[config.mk]
export PLATFORM = sky130hd
export DESIGN_NAME = amprc_top
export DESIGN_NICKNAME = d
export VERILOG_FILES = /design/src/hdl/amprc_pkg.sv /design/src/hdl/amprc_axil.sv /design/src/hdl/amprc_top.sv
export SDC_FILE = /design/constraint.sdc
export NUM_CORES = 2
export LEC_CHECK = 0
export BUFFER_PORTS_ARGS = -buffer_cell sky130_fd_sc_hd__buf_4
export CAP_MARGIN = 10
export CELL_PAD_IN_SITES_DETAIL_PLACEMENT = 2
export CELL_PAD_IN_SITES_GLOBAL_PLACEMENT = 2
export CORE_MARGIN = 10
export CORE_UTILIZATION = 41
export DETAILED_ROUTE_END_ITERATION = 16
export GPL_TIMING_DRIVEN = 0
export PLACE_DENSITY_LB_ADDON = 0.1
export SYNTH_ARGS = -nofsm -noshare
export SYNTH_HDL_FRONTEND = slang
export SYNTH_HIERARCHICAL = 1
export SYNTH_SLANG_ARGS = --single-unit
[constraint.sdc]
create_clock -name aclk -period 8.9 [get_ports aclk]
set_clock_uncertainty 0.1 [all_clocks]
set_input_delay 0 -clock aclk [delete_from_list [all_inputs] [get_ports aclk]]
set_output_delay 0 -clock aclk [all_outputs]
set_load 0.01 [all_outputs]
[src/hdl/amprc_pkg.sv]
// shared constants and types of the amplifier command responder
package amprc_pkg;
  // operating codes
  localparam logic [7:0] OP_IDENT = 8'h00;
  localparam logic [7:0] OP_CFG = 8'h01;
  localparam logic [7:0] OP_RDOFF = 8'h02;
  localparam logic [7:0] OP_RDCH = 8'h03;
  localparam logic [7:0] OP_RDMUX = 8'h04;
  localparam logic [7:0] OP_FINE = 8'h10;
  localparam logic [7:0] OP_COARSE = 8'h11;
  localparam logic [7:0] OP_PZ = 8'h12;
  localparam logic [7:0] OP_SHAPE = 8'h13;
  localparam logic [7:0] OP_POL = 8'h14;
  localparam logic [7:0] OP_CONF = 8'h15;
  localparam logic [7:0] OP_OFFSET = 8'h16;
  localparam logic [7:0] OP_MUXOFF = 8'h20;
  localparam logic [7:0] OP_MUXON = 8'h21;
  // master identifier bytes and the all-channel selector
  localparam logic [7:0] MID_LO = 8'h01;
  localparam logic [7:0] MID_HI = 8'h00;
  localparam logic [7:0] CH_ALL = 8'h10;
  // error codes
  localparam logic [15:0] ERR_OK = 16'h0000;
  localparam logic [15:0] ERR_BUSY = 16'hFF00;
  localparam logic [15:0] ERR_MSG = 16'hFF01;
  localparam logic [15:0] ERR_RANGE = 16'hFF02;
  // upper limits of set values
  localparam logic [7:0] MAX_BYTE = 8'hFF;
  localparam logic [7:0] MAX_COARSE = 8'h07;
  localparam logic [7:0] MAX_SHAPE = 8'h03;
  localparam logic [7:0] MAX_BIT = 8'h01;
  // received message lengths
  localparam logic [3:0] RX_READ = 4'h6;
  localparam logic [3:0] RX_SET = 4'h8;
  localparam logic [3:0] RX_OVER = 4'h9;
  // response lengths and layout, in bytes
  localparam logic [6:0] LEN_ID = 7'h24;
  localparam logic [6:0] LEN_CFG = 7'h66;
  localparam logic [6:0] LEN_OFF = 7'h04;
  localparam logic [6:0] LEN_CH = 7'h08;
  localparam logic [6:0] LEN_CHALL = 7'h62;
  localparam logic [6:0] LEN_ERR = 7'h02;
  localparam logic [6:0] LEN_MUX = 7'h02;
  localparam logic [6:0] HDR_MID = 7'h04;
  localparam logic [6:0] HDR_ERR = 7'h02;
  localparam logic [6:0] GRP = 7'h06;
  localparam logic [6:0] BODY = 7'h60;
  // register map, byte addresses
  localparam logic [7:0] REG_CTRL = 8'h00;
  localparam logic [7:0] REG_STAT = 8'h04;
  localparam logic [31:0] CTRL_RST = 32'h00000000;
  localparam logic [31:0] CTRL_MASK = 32'h0000FF01;
  localparam int CTRL_BUSY = 0;
  localparam int CTRL_MOD = 8;
  localparam logic [1:0] RESP_OKAY = 2'h0;
  localparam logic [1:0] RESP_SLVERR = 2'h2;
  // sequencer states, one-hot
  typedef enum logic [2:0] {
    ST_RX = 3'h1,
    ST_EXEC = 3'h2,
    ST_TX = 3'h4
  } amprc_state_t;
  // response formats
  typedef enum logic [2:0] {
    K_ERR, K_ID, K_CFG, K_OFF, K_CH, K_MUX
  } amprc_kind_t;
endpackage

[src/hdl/amprc_axil.sv]
// AXI4-Lite slave holding the control and status registers
`timescale 1ns/1ps
module amprc_axil (
  // clock and reset
  input wire logic aclk,
  input wire logic aresetn,
  // write channels
  input wire logic [7:0] s_axi_awaddr,
  input wire logic s_axi_awvalid,
  output logic s_axi_awready,
  input wire logic [31:0] s_axi_wdata,
  input wire logic [3:0] s_axi_wstrb,
  input wire logic s_axi_wvalid,
  output logic s_axi_wready,
  output logic [1:0] s_axi_bresp,
  output logic s_axi_bvalid,
  input wire logic s_axi_bready,
  // read channels
  input wire logic [7:0] s_axi_araddr,
  input wire logic s_axi_arvalid,
  output logic s_axi_arready,
  output logic [31:0] s_axi_rdata,
  output logic [1:0] s_axi_rresp,
  output logic s_axi_rvalid,
  input wire logic s_axi_rready,
  // block side
  output logic disp_busy,
  output logic [7:0] module_num,
  input wire logic [31:0] stat_word
);
  // all slave state
  typedef struct packed {
    logic awrdy;
    logic wrdy;
    logic arrdy;
    logic aw_ok;
    logic [7:0] awaddr;
    logic w_ok;
    logic [31:0] wdata;
    logic [3:0] wstrb;
    logic bvalid;
    logic [1:0] bresp;
    logic rvalid;
    logic [31:0] rdata;
    logic [1:0] rresp;
    logic [31:0] ctrl;
  } amprc_axil_t;
  amprc_axil_t q, d;

  // next state: address and data taken in either order
  always_comb begin
    d = q;
    if (s_axi_awvalid && q.awrdy) begin
      d.aw_ok = 1'b1;
      d.awaddr = {s_axi_awaddr[7:2], 2'h0};
    end
    if (s_axi_wvalid && q.wrdy) begin
      d.w_ok = 1'b1;
      d.wdata = s_axi_wdata;
      d.wstrb = s_axi_wstrb;
    end
    if (q.bvalid && s_axi_bready) begin
      d.bvalid = 1'b0;
    end
    // both halves held: commit and answer
    if (q.aw_ok && q.w_ok && !q.bvalid) begin
      d.aw_ok = 1'b0;
      d.w_ok = 1'b0;
      d.bvalid = 1'b1;
      d.bresp = amprc_pkg::RESP_OKAY;
      if (q.awaddr == amprc_pkg::REG_CTRL) begin
        for (int i = 0; i < 4; i++) begin
          if (q.wstrb[i]) begin
            d.ctrl[8*i +: 8] = q.wdata[8*i +: 8];
          end
        end
        d.ctrl = d.ctrl & amprc_pkg::CTRL_MASK;
      end else if (q.awaddr != amprc_pkg::REG_STAT) begin
        d.bresp = amprc_pkg::RESP_SLVERR;
      end
    end
    if (q.rvalid && s_axi_rready) begin
      d.rvalid = 1'b0;
    end
    // reads answer one cycle after the address is taken
    if (s_axi_arvalid && q.arrdy) begin
      d.rvalid = 1'b1;
      d.rresp = amprc_pkg::RESP_OKAY;
      case ({s_axi_araddr[7:2], 2'h0})
        amprc_pkg::REG_CTRL: d.rdata = q.ctrl;
        amprc_pkg::REG_STAT: d.rdata = stat_word;
        default: begin
          d.rdata = 32'h00000000;
          d.rresp = amprc_pkg::RESP_SLVERR;
        end
      endcase
    end
    // one write and one read in flight at most
    d.awrdy = !d.aw_ok && !d.bvalid;
    d.wrdy = !d.w_ok && !d.bvalid;
    d.arrdy = !d.rvalid;
  end

  // registers
  always_ff @(posedge aclk) begin
    if (!aresetn) begin
      q <= '0;
      q.ctrl <= amprc_pkg::CTRL_RST;
    end else begin
      q <= d;
    end
  end

  assign s_axi_awready = q.awrdy;
  assign s_axi_wready = q.wrdy;
  assign s_axi_arready = q.arrdy;
  assign s_axi_bvalid = q.bvalid;
  assign s_axi_bresp = q.bresp;
  assign s_axi_rvalid = q.rvalid;
  assign s_axi_rdata = q.rdata;
  assign s_axi_rresp = q.rresp;
  assign disp_busy = q.ctrl[amprc_pkg::CTRL_BUSY];
  assign module_num = q.ctrl[amprc_pkg::CTRL_MOD +: 8];
endmodule

[src/hdl/amprc_top.sv]
// command interpreter and response builder of the amplifier module
//
// Decided for this implementation: the AXI4-Lite interface to the registers and the register offsets.
`timescale 1ns/1ps
module amprc_top #(
  parameter int NCH = 16,
  // identifier text, value is arbitrary
  parameter logic [127:0] ID_TEXT = "AMP16 Version 10"
) (
  // clock and reset
  input wire logic aclk,
  input wire logic aresetn,
  // command bytes from the network master
  input wire logic cmd_valid,
  input wire logic [7:0] cmd_data,
  input wire logic cmd_last,
  output logic cmd_ready,
  // response bytes towards the master
  output logic resp_valid,
  output logic [7:0] resp_data,
  output logic resp_last,
  input wire logic resp_ready,
  // register bus
  input wire logic [7:0] s_axi_awaddr,
  input wire logic s_axi_awvalid,
  output logic s_axi_awready,
  input wire logic [31:0] s_axi_wdata,
  input wire logic [3:0] s_axi_wstrb,
  input wire logic s_axi_wvalid,
  output logic s_axi_wready,
  output logic [1:0] s_axi_bresp,
  output logic s_axi_bvalid,
  input wire logic s_axi_bready,
  input wire logic [7:0] s_axi_araddr,
  input wire logic s_axi_arvalid,
  output logic s_axi_arready,
  output logic [31:0] s_axi_rdata,
  output logic [1:0] s_axi_rresp,
  output logic s_axi_rvalid,
  input wire logic s_axi_rready
);
  // all sequencer state and stored settings
  typedef struct packed {
    amprc_pkg::amprc_state_t st;
    logic [7:0][7:0] rx;        // received bytes
    logic [3:0] cnt;            // bytes received, saturating
    logic [NCH-1:0][7:0] fine;
    logic [NCH-1:0][7:0] pz;
    logic [NCH-1:0][2:0] coarse;
    logic [NCH-1:0][1:0] shape;
    logic [NCH-1:0] pol;
    logic [NCH-1:0] conf;
    logic [7:0] offset;
    logic mux_en;
    logic [3:0] last_ch;
    logic [15:0] err;
    amprc_pkg::amprc_kind_t kind;
    logic [7:0] rch;            // channel of a channel read
    logic [6:0] idx;            // next response byte
    logic [6:0] len;            // response length
    logic cmd_rdy;
    logic rvld;
    logic [7:0] rdat;
    logic rlst;
  } amprc_core_t;
  amprc_core_t q, d;

  logic disp_busy;         // display brightness being set
  logic [7:0] module_num;  // own address on the network
  logic [31:0] stat_word;

  // decoded fields of the held message
  logic [7:0] op;
  logic [7:0] chn;
  logic [7:0] val;
  logic hdr_ok;
  logic mod_hit;
  logic chn_ok;
  logic rd_ok;
  logic set_ok;
  logic exec;

  assign op = q.rx[4];
  assign chn = q.rx[5];
  assign val = q.rx[6];
  assign exec = (q.st == amprc_pkg::ST_EXEC);
  // header as the master must send it
  assign hdr_ok = (q.cnt >= amprc_pkg::RX_READ)
    && (q.rx[0] == amprc_pkg::MID_LO)
    && (q.rx[1] == amprc_pkg::MID_HI)
    && (q.rx[3] == 8'h00);
  assign mod_hit = (q.rx[2] == module_num);
  assign chn_ok = (chn < 8'(NCH)) || (chn == amprc_pkg::CH_ALL);
  assign rd_ok = (q.cnt == amprc_pkg::RX_READ);
  assign set_ok = (q.cnt == amprc_pkg::RX_SET) && (q.rx[7] == 8'h00);
  assign stat_word = {7'h00, q.st == amprc_pkg::ST_TX, q.last_ch,
    3'h0, q.mux_en, q.err};

  // upper limit of each set value
  function automatic logic [7:0] set_max(input logic [7:0] o);
    case (o)
      amprc_pkg::OP_COARSE: set_max = amprc_pkg::MAX_COARSE;
      amprc_pkg::OP_SHAPE: set_max = amprc_pkg::MAX_SHAPE;
      amprc_pkg::OP_POL: set_max = amprc_pkg::MAX_BIT;
      amprc_pkg::OP_CONF: set_max = amprc_pkg::MAX_BIT;
      default: set_max = amprc_pkg::MAX_BYTE;
    endcase
  endfunction

  // one byte of a channel triple: fine, pole-zero, status
  function automatic logic [7:0] ch_byte(input amprc_core_t s,
      input logic [3:0] c, input logic [6:0] w);
    case (w)
      7'h00: ch_byte = s.fine[c];
      7'h02: ch_byte = s.pz[c];
      // seven-bit status word, high bits zero
      7'h04: ch_byte = {1'b0, s.conf[c], s.pol[c], s.shape[c],
        s.coarse[c]};
      default: ch_byte = 8'h00; // high bytes are blank
    endcase
  endfunction

  // response byte i of the current answer
  function automatic logic [7:0] tx_byte(input amprc_core_t s,
      input logic [6:0] i);
    logic [6:0] b;
    logic [6:0] e;
    logic [127:0] t;
    b = 7'h00;
    t = ID_TEXT;
    // the identify and configuration answers start with the master id
    e = (s.kind == amprc_pkg::K_ID || s.kind == amprc_pkg::K_CFG)
      ? amprc_pkg::HDR_ERR : 7'h00;
    if (s.kind == amprc_pkg::K_MUX) begin
      // status byte then a blank byte
      tx_byte = (i == 7'h00) ? {s.mux_en, 3'h0, s.last_ch}
        : 8'h00;
    end else if (e != 7'h00 && i == 7'h00) begin
      tx_byte = amprc_pkg::MID_LO;
    end else if (e != 7'h00 && i == 7'h01) begin
      tx_byte = amprc_pkg::MID_HI;
    end else if (i == e) begin
      tx_byte = s.err[7:0];
    end else if (i == e + 7'h01) begin
      tx_byte = s.err[15:8];
    end else begin
      case (s.kind)
        amprc_pkg::K_ID: begin
          b = i - amprc_pkg::HDR_MID;
          t = ID_TEXT << {b[4:1], 3'h0};
          tx_byte = b[0] ? 8'h00 : t[127:120];
        end
        amprc_pkg::K_CFG: begin
          b = i - amprc_pkg::HDR_MID;
          if (b == amprc_pkg::BODY) begin
            tx_byte = s.offset;
          end else if (b > amprc_pkg::BODY) begin
            tx_byte = 8'h00;
          end else begin
            tx_byte = ch_byte(s, 4'(b / amprc_pkg::GRP),
              b % amprc_pkg::GRP);
          end
        end
        amprc_pkg::K_OFF: begin
          tx_byte = (i == amprc_pkg::HDR_ERR) ? s.offset
            : 8'h00;
        end
        amprc_pkg::K_CH: begin
          b = i - amprc_pkg::HDR_ERR;
          // all-channel read walks every channel in order
          if (s.rch == amprc_pkg::CH_ALL) begin
            tx_byte = ch_byte(s, 4'(b / amprc_pkg::GRP),
              b % amprc_pkg::GRP);
          end else begin
            tx_byte = ch_byte(s, s.rch[3:0], b);
          end
        end
        default: tx_byte = 8'h00;
      endcase
    end
  endfunction

  // register bus slave
  amprc_axil u_regs (
    .aclk(aclk),
    .aresetn(aresetn),
    .s_axi_awaddr(s_axi_awaddr),
    .s_axi_awvalid(s_axi_awvalid),
    .s_axi_awready(s_axi_awready),
    .s_axi_wdata(s_axi_wdata),
    .s_axi_wstrb(s_axi_wstrb),
    .s_axi_wvalid(s_axi_wvalid),
    .s_axi_wready(s_axi_wready),
    .s_axi_bresp(s_axi_bresp),
    .s_axi_bvalid(s_axi_bvalid),
    .s_axi_bready(s_axi_bready),
    .s_axi_araddr(s_axi_araddr),
    .s_axi_arvalid(s_axi_arvalid),
    .s_axi_arready(s_axi_arready),
    .s_axi_rdata(s_axi_rdata),
    .s_axi_rresp(s_axi_rresp),
    .s_axi_rvalid(s_axi_rvalid),
    .s_axi_rready(s_axi_rready),
    .disp_busy(disp_busy),
    .module_num(module_num),
    .stat_word(stat_word)
  );

  // sequencer: collect, execute, answer
  always_comb begin
    d = q;
    case (q.st)
      amprc_pkg::ST_RX: begin
        if (cmd_valid && q.cmd_rdy) begin
          // bytes past the eighth only mark the message as too long
          if (q.cnt < amprc_pkg::RX_SET) begin
            d.rx[q.cnt[2:0]] = cmd_data;
          end
          if (q.cnt != amprc_pkg::RX_OVER) begin
            d.cnt = q.cnt + 4'h1;
          end
          if (cmd_last) begin
            d.st = amprc_pkg::ST_EXEC;
            d.cmd_rdy = 1'b0;
          end
        end
      end
      amprc_pkg::ST_EXEC: begin
        d.st = amprc_pkg::ST_TX;
        d.cnt = 4'h0;
        d.idx = 7'h00;
        d.kind = amprc_pkg::K_ERR;
        d.len = amprc_pkg::LEN_ERR;
        d.err = amprc_pkg::ERR_OK;
        d.rch = chn;
        if (!hdr_ok) begin
          d.err = amprc_pkg::ERR_MSG;
        end else if (!mod_hit) begin
          // addressed to another module: stay silent
          d.st = amprc_pkg::ST_RX;
          d.cmd_rdy = 1'b1;
        end else if (disp_busy) begin
          d.err = amprc_pkg::ERR_BUSY;
        end else begin
          case (op)
            amprc_pkg::OP_IDENT,
            amprc_pkg::OP_CFG,
            amprc_pkg::OP_RDOFF,
            amprc_pkg::OP_RDMUX,
            amprc_pkg::OP_MUXOFF,
            amprc_pkg::OP_MUXON: begin
              if (!rd_ok || chn != 8'h00) begin
                d.err = amprc_pkg::ERR_MSG;
              end else begin
                case (op)
                  amprc_pkg::OP_IDENT: begin
                    d.kind = amprc_pkg::K_ID;
                    d.len = amprc_pkg::LEN_ID;
                  end
                  amprc_pkg::OP_CFG: begin
                    d.kind = amprc_pkg::K_CFG;
                    d.len = amprc_pkg::LEN_CFG;
                  end
                  amprc_pkg::OP_RDOFF: begin
                    d.kind = amprc_pkg::K_OFF;
                    d.len = amprc_pkg::LEN_OFF;
                  end
                  amprc_pkg::OP_RDMUX: begin
                    d.kind = amprc_pkg::K_MUX;
                    d.len = amprc_pkg::LEN_MUX;
                  end
                  amprc_pkg::OP_MUXON: d.mux_en = 1'b1;
                  default: d.mux_en = 1'b0;
                endcase
              end
            end
            amprc_pkg::OP_RDCH: begin
              if (!rd_ok || !chn_ok) begin
                d.err = amprc_pkg::ERR_MSG;
              end else begin
                d.kind = amprc_pkg::K_CH;
                d.len = (chn == amprc_pkg::CH_ALL)
                  ? amprc_pkg::LEN_CHALL : amprc_pkg::LEN_CH;
                if (chn != amprc_pkg::CH_ALL) begin
                  d.last_ch = chn[3:0];
                end
              end
            end
            amprc_pkg::OP_OFFSET: begin
              if (!set_ok || chn != 8'h00) begin
                d.err = amprc_pkg::ERR_MSG;
              end else begin
                d.offset = val;
              end
            end
            amprc_pkg::OP_FINE,
            amprc_pkg::OP_COARSE,
            amprc_pkg::OP_PZ,
            amprc_pkg::OP_SHAPE,
            amprc_pkg::OP_POL,
            amprc_pkg::OP_CONF: begin
              if (!set_ok || !chn_ok) begin
                d.err = amprc_pkg::ERR_MSG;
              end else if (val > set_max(op)) begin
                // nothing is stored when the value is refused
                d.err = amprc_pkg::ERR_RANGE;
              end else begin
                if (chn != amprc_pkg::CH_ALL) begin
                  d.last_ch = chn[3:0];
                end
                for (int c = 0; c < NCH; c++) begin
                  if (chn == amprc_pkg::CH_ALL || chn == 8'(c)) begin
                    case (op)
                      amprc_pkg::OP_FINE: d.fine[c] = val;
                      amprc_pkg::OP_COARSE: d.coarse[c] = val[2:0];
                      amprc_pkg::OP_PZ: d.pz[c] = val;
                      amprc_pkg::OP_SHAPE: d.shape[c] = val[1:0];
                      amprc_pkg::OP_POL: d.pol[c] = val[0];
                      default: d.conf[c] = val[0];
                    endcase
                  end
                end
              end
            end
            default: d.err = amprc_pkg::ERR_MSG;
          endcase
        end
      end
      amprc_pkg::ST_TX: begin
        // load the next byte when the output slot is free
        if (!q.rvld || resp_ready) begin
          if (q.idx == q.len) begin
            d.rvld = 1'b0;
            d.rlst = 1'b0;
            d.st = amprc_pkg::ST_RX;
            d.cmd_rdy = 1'b1;
          end else begin
            d.rvld = 1'b1;
            d.rdat = tx_byte(q, q.idx);
            d.rlst = (q.idx + 7'h01 == q.len);
            d.idx = q.idx + 7'h01;
          end
        end
      end
      default: d.st = amprc_pkg::ST_RX;
    endcase
  end

  // state register; reset clears every setting
  always_ff @(posedge aclk) begin
    if (!aresetn) begin
      q <= '0;
      q.st <= amprc_pkg::ST_RX;
      q.kind <= amprc_pkg::K_ERR;
      q.cmd_rdy <= 1'b1;
    end else begin
      q <= d;
    end
  end

  assign cmd_ready = q.cmd_rdy;
  assign resp_valid = q.rvld;
  assign resp_data = q.rdat;
  assign resp_last = q.rlst;

  logic run_ok;
  assign run_ok = exec && hdr_ok && mod_hit && !disp_busy;
endmodule

==> key figures, run 1 <==
Yosys
  – Synth Flop Type: dfxtp_1
  – Synth Area per Inst: 7.53 sq um
  – Adder-cell share of the synthesized area: 0.983%
  – Synth Area in Simple Gates: between 20% and 30%
  – Top-count cell post-synth: nand2_1
  – Post-synthesis mux area share: approximately 14%
  – Post-synth top area share: roughly 31%
  – Synth area leaders: dfxtp_1 (31%), nand2_1 (10%), mux2i_1 (8.3%), a21oi_1 (6.2%), o21ai_0 (5.8%)
  – Synth top cells by count: nand2_1 (990), dfxtp_1 (556), a21oi_1 (442)
  – Ys async rst share: 0%
  – Dominant cell type by area after synthesis: dfxtp_1
  – Largest family of logic cells by synthesized area: simple AND/OR/NAND/NOR gates
  – Synth Area in Compound Gates: 20.7%
  – Synth Cell Area: ~0.036 sq mm
  – Yosys warning total: 6
  – Post-Synth XOR/XNOR Area: roughly 1.1%
  – Post-synth cell types: 114
  – Syn Inst Count: roughly 4700
  – Post-synth EDFFs: 0
  – Synth Register Bits: 556
  – Sequential area share after synthesis: a little under a third

Floorplanning
  – Die extent in y: 315 um
  – Row count: approximately 110
  – Initial cell density of the core: about two fifths
  – Die Wd: 315 um
  – # IOs: 122

CTS
  – Number of gates resized after cts: 0
  – Sink Count: 556
  – H-tree depth: 3
  – CTS buffer count: just under 70
  – Post-CTS Setup Bufs: 0
  – Clk root buf: clkbuf_16
  – CTS max path bufs: 3

Global route
  – Total Routing Usage GR: 67.3%
  – Grt total ovfl: 3
  – Largest net degree at the start of global routing: 16
  – First-pass GRT wire length: between 400000 and 500000 um
  – Vias in the first global route: roughly 55000

Placed design
  – Worst slack at placement: 0.723 ns
  – Dpl hpwl: 208000 um
  – DP Cell Count: 6004
  – IO buf count: 80
  – GPL Wtd Cong: 1.18

Run status
  – First Error: [ERROR GRT-0116] Global routing finished with congestion. Check the congestion regions in the DRC Viewer.
  – Outcome: stopped before the end
  – Halt Stage: global routing (5_1_grt)
==> through the flow <==
step	area (sq um)	utilization (%)
floorplan	35700	-
global placement	37700	43.6
detailed placement	38100	44.1
CTS	41100	47.5
==> logic make-up after synthesis <==
family          count (synthesis)
xor+xnor                       43
mux                           406
compound gates               1219
buf+inv                       509
fa+ha+maj                      28
simple gates                 1967
other cells                     2
flops                         556
==> metal layers <==
layer  global-route usage, %  overflow
met1                    67.8         0
met2                    84.5         1
met3                    52.4         0
met4                    59.8         2
met5                    34.3         0
==> timing repair <==
item	CTS
hold buffers	62
hold endpoints to repair	108
setup endpoints to repair	0
==> run 2, diff against run 1 <==
Settings changed: CELL_PAD_IN_SITES_DETAIL_PLACEMENT 2 to unset, CELL_PAD_IN_SITES_GLOBAL_PLACEMENT 2 to unset, CORE_UTILIZATION 41 to 38, PLACE_DENSITY_LB_ADDON 0.1 to 0.15.
==> run 2 against run 1 <==
Net effect: the flow now finishes, with violations (capacitance limit, slew limit); synthesized cell count did not move; area after synthesis did not move.
==> key figures, run 2 <==
Run status
  – Outcome: finished, violations left
  – Violated checks: capacitance limit, slew limit

Yosys
  – Yosys warning total: 6 (unchanged)
  – Dominant cell type by area after synthesis: dfxtp_1
  – Synth Cell Area: 0.0356 sq mm (unchanged)
  – Syn Inst Count: 4730 (unchanged)
  – Synth area leaders: dfxtp_1 (31%), nand2_1 (10%), mux2i_1 (8.3%), a21oi_1 (6.2%), o21ai_0 (5.8%)
  – Post-synth top area share: 31.2% (unchanged)
  – Synth Area per Inst: 7.53 sq um (unchanged)
  – Sequential area share after synthesis: 31.2% (unchanged)
  – Synth top cells by count: nand2_1 (990), dfxtp_1 (556), a21oi_1 (442)
  – Synth Register Bits: 556 (unchanged)
  – Top-count cell post-synth: nand2_1
  – Ys async rst share: 0% (unchanged)
  – Post-synth EDFFs: 0 (unchanged)
  – Synth Flop Type: dfxtp_1
  – Post-synth cell types: 114 (unchanged)

CTS
  – Clk_lat worst skew: approximately 0.70 ns
  – CTS buffer count: 70 (+1.4%)
  – H-tree depth: 3 (unchanged)
  – Sink Count: 556 (unchanged)
  – CTS tree: built
  – Post-CTS Setup Bufs: 0 (unchanged)
  – CTS max path bufs: 3 (unchanged)
  – Clk root buf: clkbuf_16
  – Clock-pin slew on the worst setup and hold paths: 0.06 ns

Floorplanning
  – Row count: 112 (+3.7%)
  – Initial cell density of the core: 38.2% (-3.0 points)
  – Full die area: around 0.11 sq mm
  – Die Wd: 326 um (+3.6%)
  – CORE AREA: slightly above 0.09 sq mm
  – Die extent in y: 326 um (+3.6%)
  – # IOs: 122 (unchanged)

Drt
  – Vias per std cell: ~6.7
  – Via count: about 43000
  – Initial DRC count: 7433
  – Total Wirelength: around 250000 um
  – Number of remaining DRC errors: 0
  – Drt pass-1 iters: 6
  – Post-route ant nets: 0
  – Post-DR wirelength/cell: ~39 um

Timing
  – Setup ws final: just under 0.5 ns
  – Fin Setup TNS: 0 ns
  – RSZ-0062 raised after global routing: no
  – # setup viols final: 0
  – Fin. max-slew vios: 33
  – Hold Violations, Final: 0
  – Hold_ws: ~0.067 ns
  – Fmax: between 0.1 and 0.15 GHz
  – Fin crit period: ~8.4 ns
  – Worst-Margin Slew: ~1.6 ns
  – Final Cycle Share: a little over nine tenths
  – Headroom to the max-slew limit: -6.06%

Global route
  – Total Routing Usage GR: between 40 and 50%
  – Vias in the first global route: 38200
  – Grt total ovfl: 0
  – Largest net degree at the start of global routing: 16
  – First-pass GRT wire length: roughly 330000 um
  – Initial antenna violation count: 41

Placed design
  – Worst slack at placement: 1.07 ns (+0.345 ns)
  – Dpl hpwl: 186000 um (-10%)
  – IO buf count: 80 (unchanged)
  – GPL Wtd Cong: 1.11 (-5.7%)

Critical path
  – Worst-path fanout max: 15
  – Reg2reg start: q[20]
  – Required time of the worst setup path: around 9.3 ns
  – Crit path DAT: around 9 ns
  – Worst reg-to-reg path cell count: 20
  – Crit Path Class: reg2reg
  – Startpoint Class: flip-flop
  – R2r endpoint: resp_data[1]
  – Reg2Reg Setup Slack: 0.50 ns
  – Worst Setup End Kind: flip-flop

Hold path
  – Worst hold path startpoint: s_axi_bready
  – Hold depth: 4
  – Worst Hold Class: in2reg
  – Hold EP: u_regs/s_axi_bvalid

Pwr
  – Power Total: roughly 6.0 mW
  – Max VDD drop: 0.000176 V
  – Leak: ~15 nW
  – Power density over cell area: around 140 mW/mm^2

Layout
  – Most common cell after layout, fill and taps aside: nand2_1
  – Layout Nets: between 5000 and 6000
  – Most frequent cells in the layout: nand2_1 (990), dfxtp_1 (556), a21oi_1 (442)
  – Synth-to-Final Area Change: 17.0%
  – Fraction of final layout cells sized beyond drive strength 1: approximately an eighth

Run
  – MaxCap Viol Count: 5
## run 2: cell families (layout without fill, tap and decap cells)
logic type	Yosys count	count (layout)	share of synthesized area [%]
compound gates	1219	1219	20.7
buf+inv	509	832	6.98
xor+xnor	43	43	1.11
other cells	2	34	0.0211
simple gates	1967	1967	24.8
mux	406	406	14.2
flops	556	556	31.2
fa+ha+maj	28	28	0.983
## run 2: how the worst max path moves through the flow
| stage | from | cells after the start | slack, ns | endpoint |
|---|---|---|---|---|
| final | q[20] | 20 | 0.50 | resp_data[1] |
| after global routing | q[20] | 23 | 0.58 | resp_data[1] |
| after CTS | q[20] | 19 | 1.04 | resp_data[3] |
| after detailed placement | q[20] | 19 | 1.07 | resp_data[3] |
| after global placement | q[21] | 19 | 0.19 | resp_data[1] |
| after floorplan | q[20] | 23 | 3.94 | resp_data[2] |
## run 2: worst max-delay path, stage by stage (launching register included)
cell	delay (ns)
dfxtp_1	0.48
buf_2	0.30
clkinv_1	0.49
ha_1	0.67
clkbuf_1	0.40
clkbuf_1	0.93
or4_1	0.29
nand2_1	0.06
ha_1	0.23
a41oi_1	0.17
o31ai_1	0.10
and4bb_2	0.38
and3_4	0.19
buf_6	0.18
buf_6	0.26
buf_6	0.30
a31oi_1	0.45
a32oi_1	0.82
a21boi_0	0.46
o41ai_1	0.78
a21oi_1	0.17
## run 2: final cells by class
| type | instances | area, sq um |
|---|---|---|
| fill | 9667 | 51500 |
| antenna | 16 | 40.0 |
| inverter | 24 | 90.1 |
| tap | 1254 | 1570 |
| clock inverter | 38 | 527 |
| sequential | 556 | 11100 |
| buffer | 485 | 2410 |
| clock buffer | 89 | 1920 |
| multi-input combinational | 3681 | 22100 |
| timing repair buffer | 196 | 1890 |
## run 2: layer usage
layer | vias to the layer above | GRT usage, % | part of all wire, %
li1 | 17300 | - | -
met4 | 22 | 29.1 | 7.6
met2 | 3432 | 58.3 | 38
met1 | 20900 | 56.1 | 39
met5 | - | 1.63 | 0.14
met3 | 874 | 22.5 | 16
## run 2: per-stage QoR
stage / cells / util, % / instance area [sq um]
2_1_floorplan: 4746 / - / 35700
3_3_place_gp: 6080 / 40.6 / 37900
3_5_place_dp: 6108 / 41.1 / 38300
4_1_cts: 6315 / 44.6 / 41500
5_1_grt: 6326 / 44.7 / 41600
6_report: 6339 / 44.7 / 41700
## run 2: report_power, final
| part | internal [mW] | leakage (nW) | switching [mW] |
|---|---|---|---|
| clock network | 1.76 | 1.19 | 1.34 |
| logic | 0.121 | 9.11 | 0.244 |
| registers | 2.52 | 4.48 | 0.0307 |
## run 2: what timing repair did
action                    4_1_cts  5_1_grt
gates resized for setup         0        0
hold buffers                   80        0
hold endpoints to repair      116        0
No activity file was read; power rests on OpenSTA's default activity.
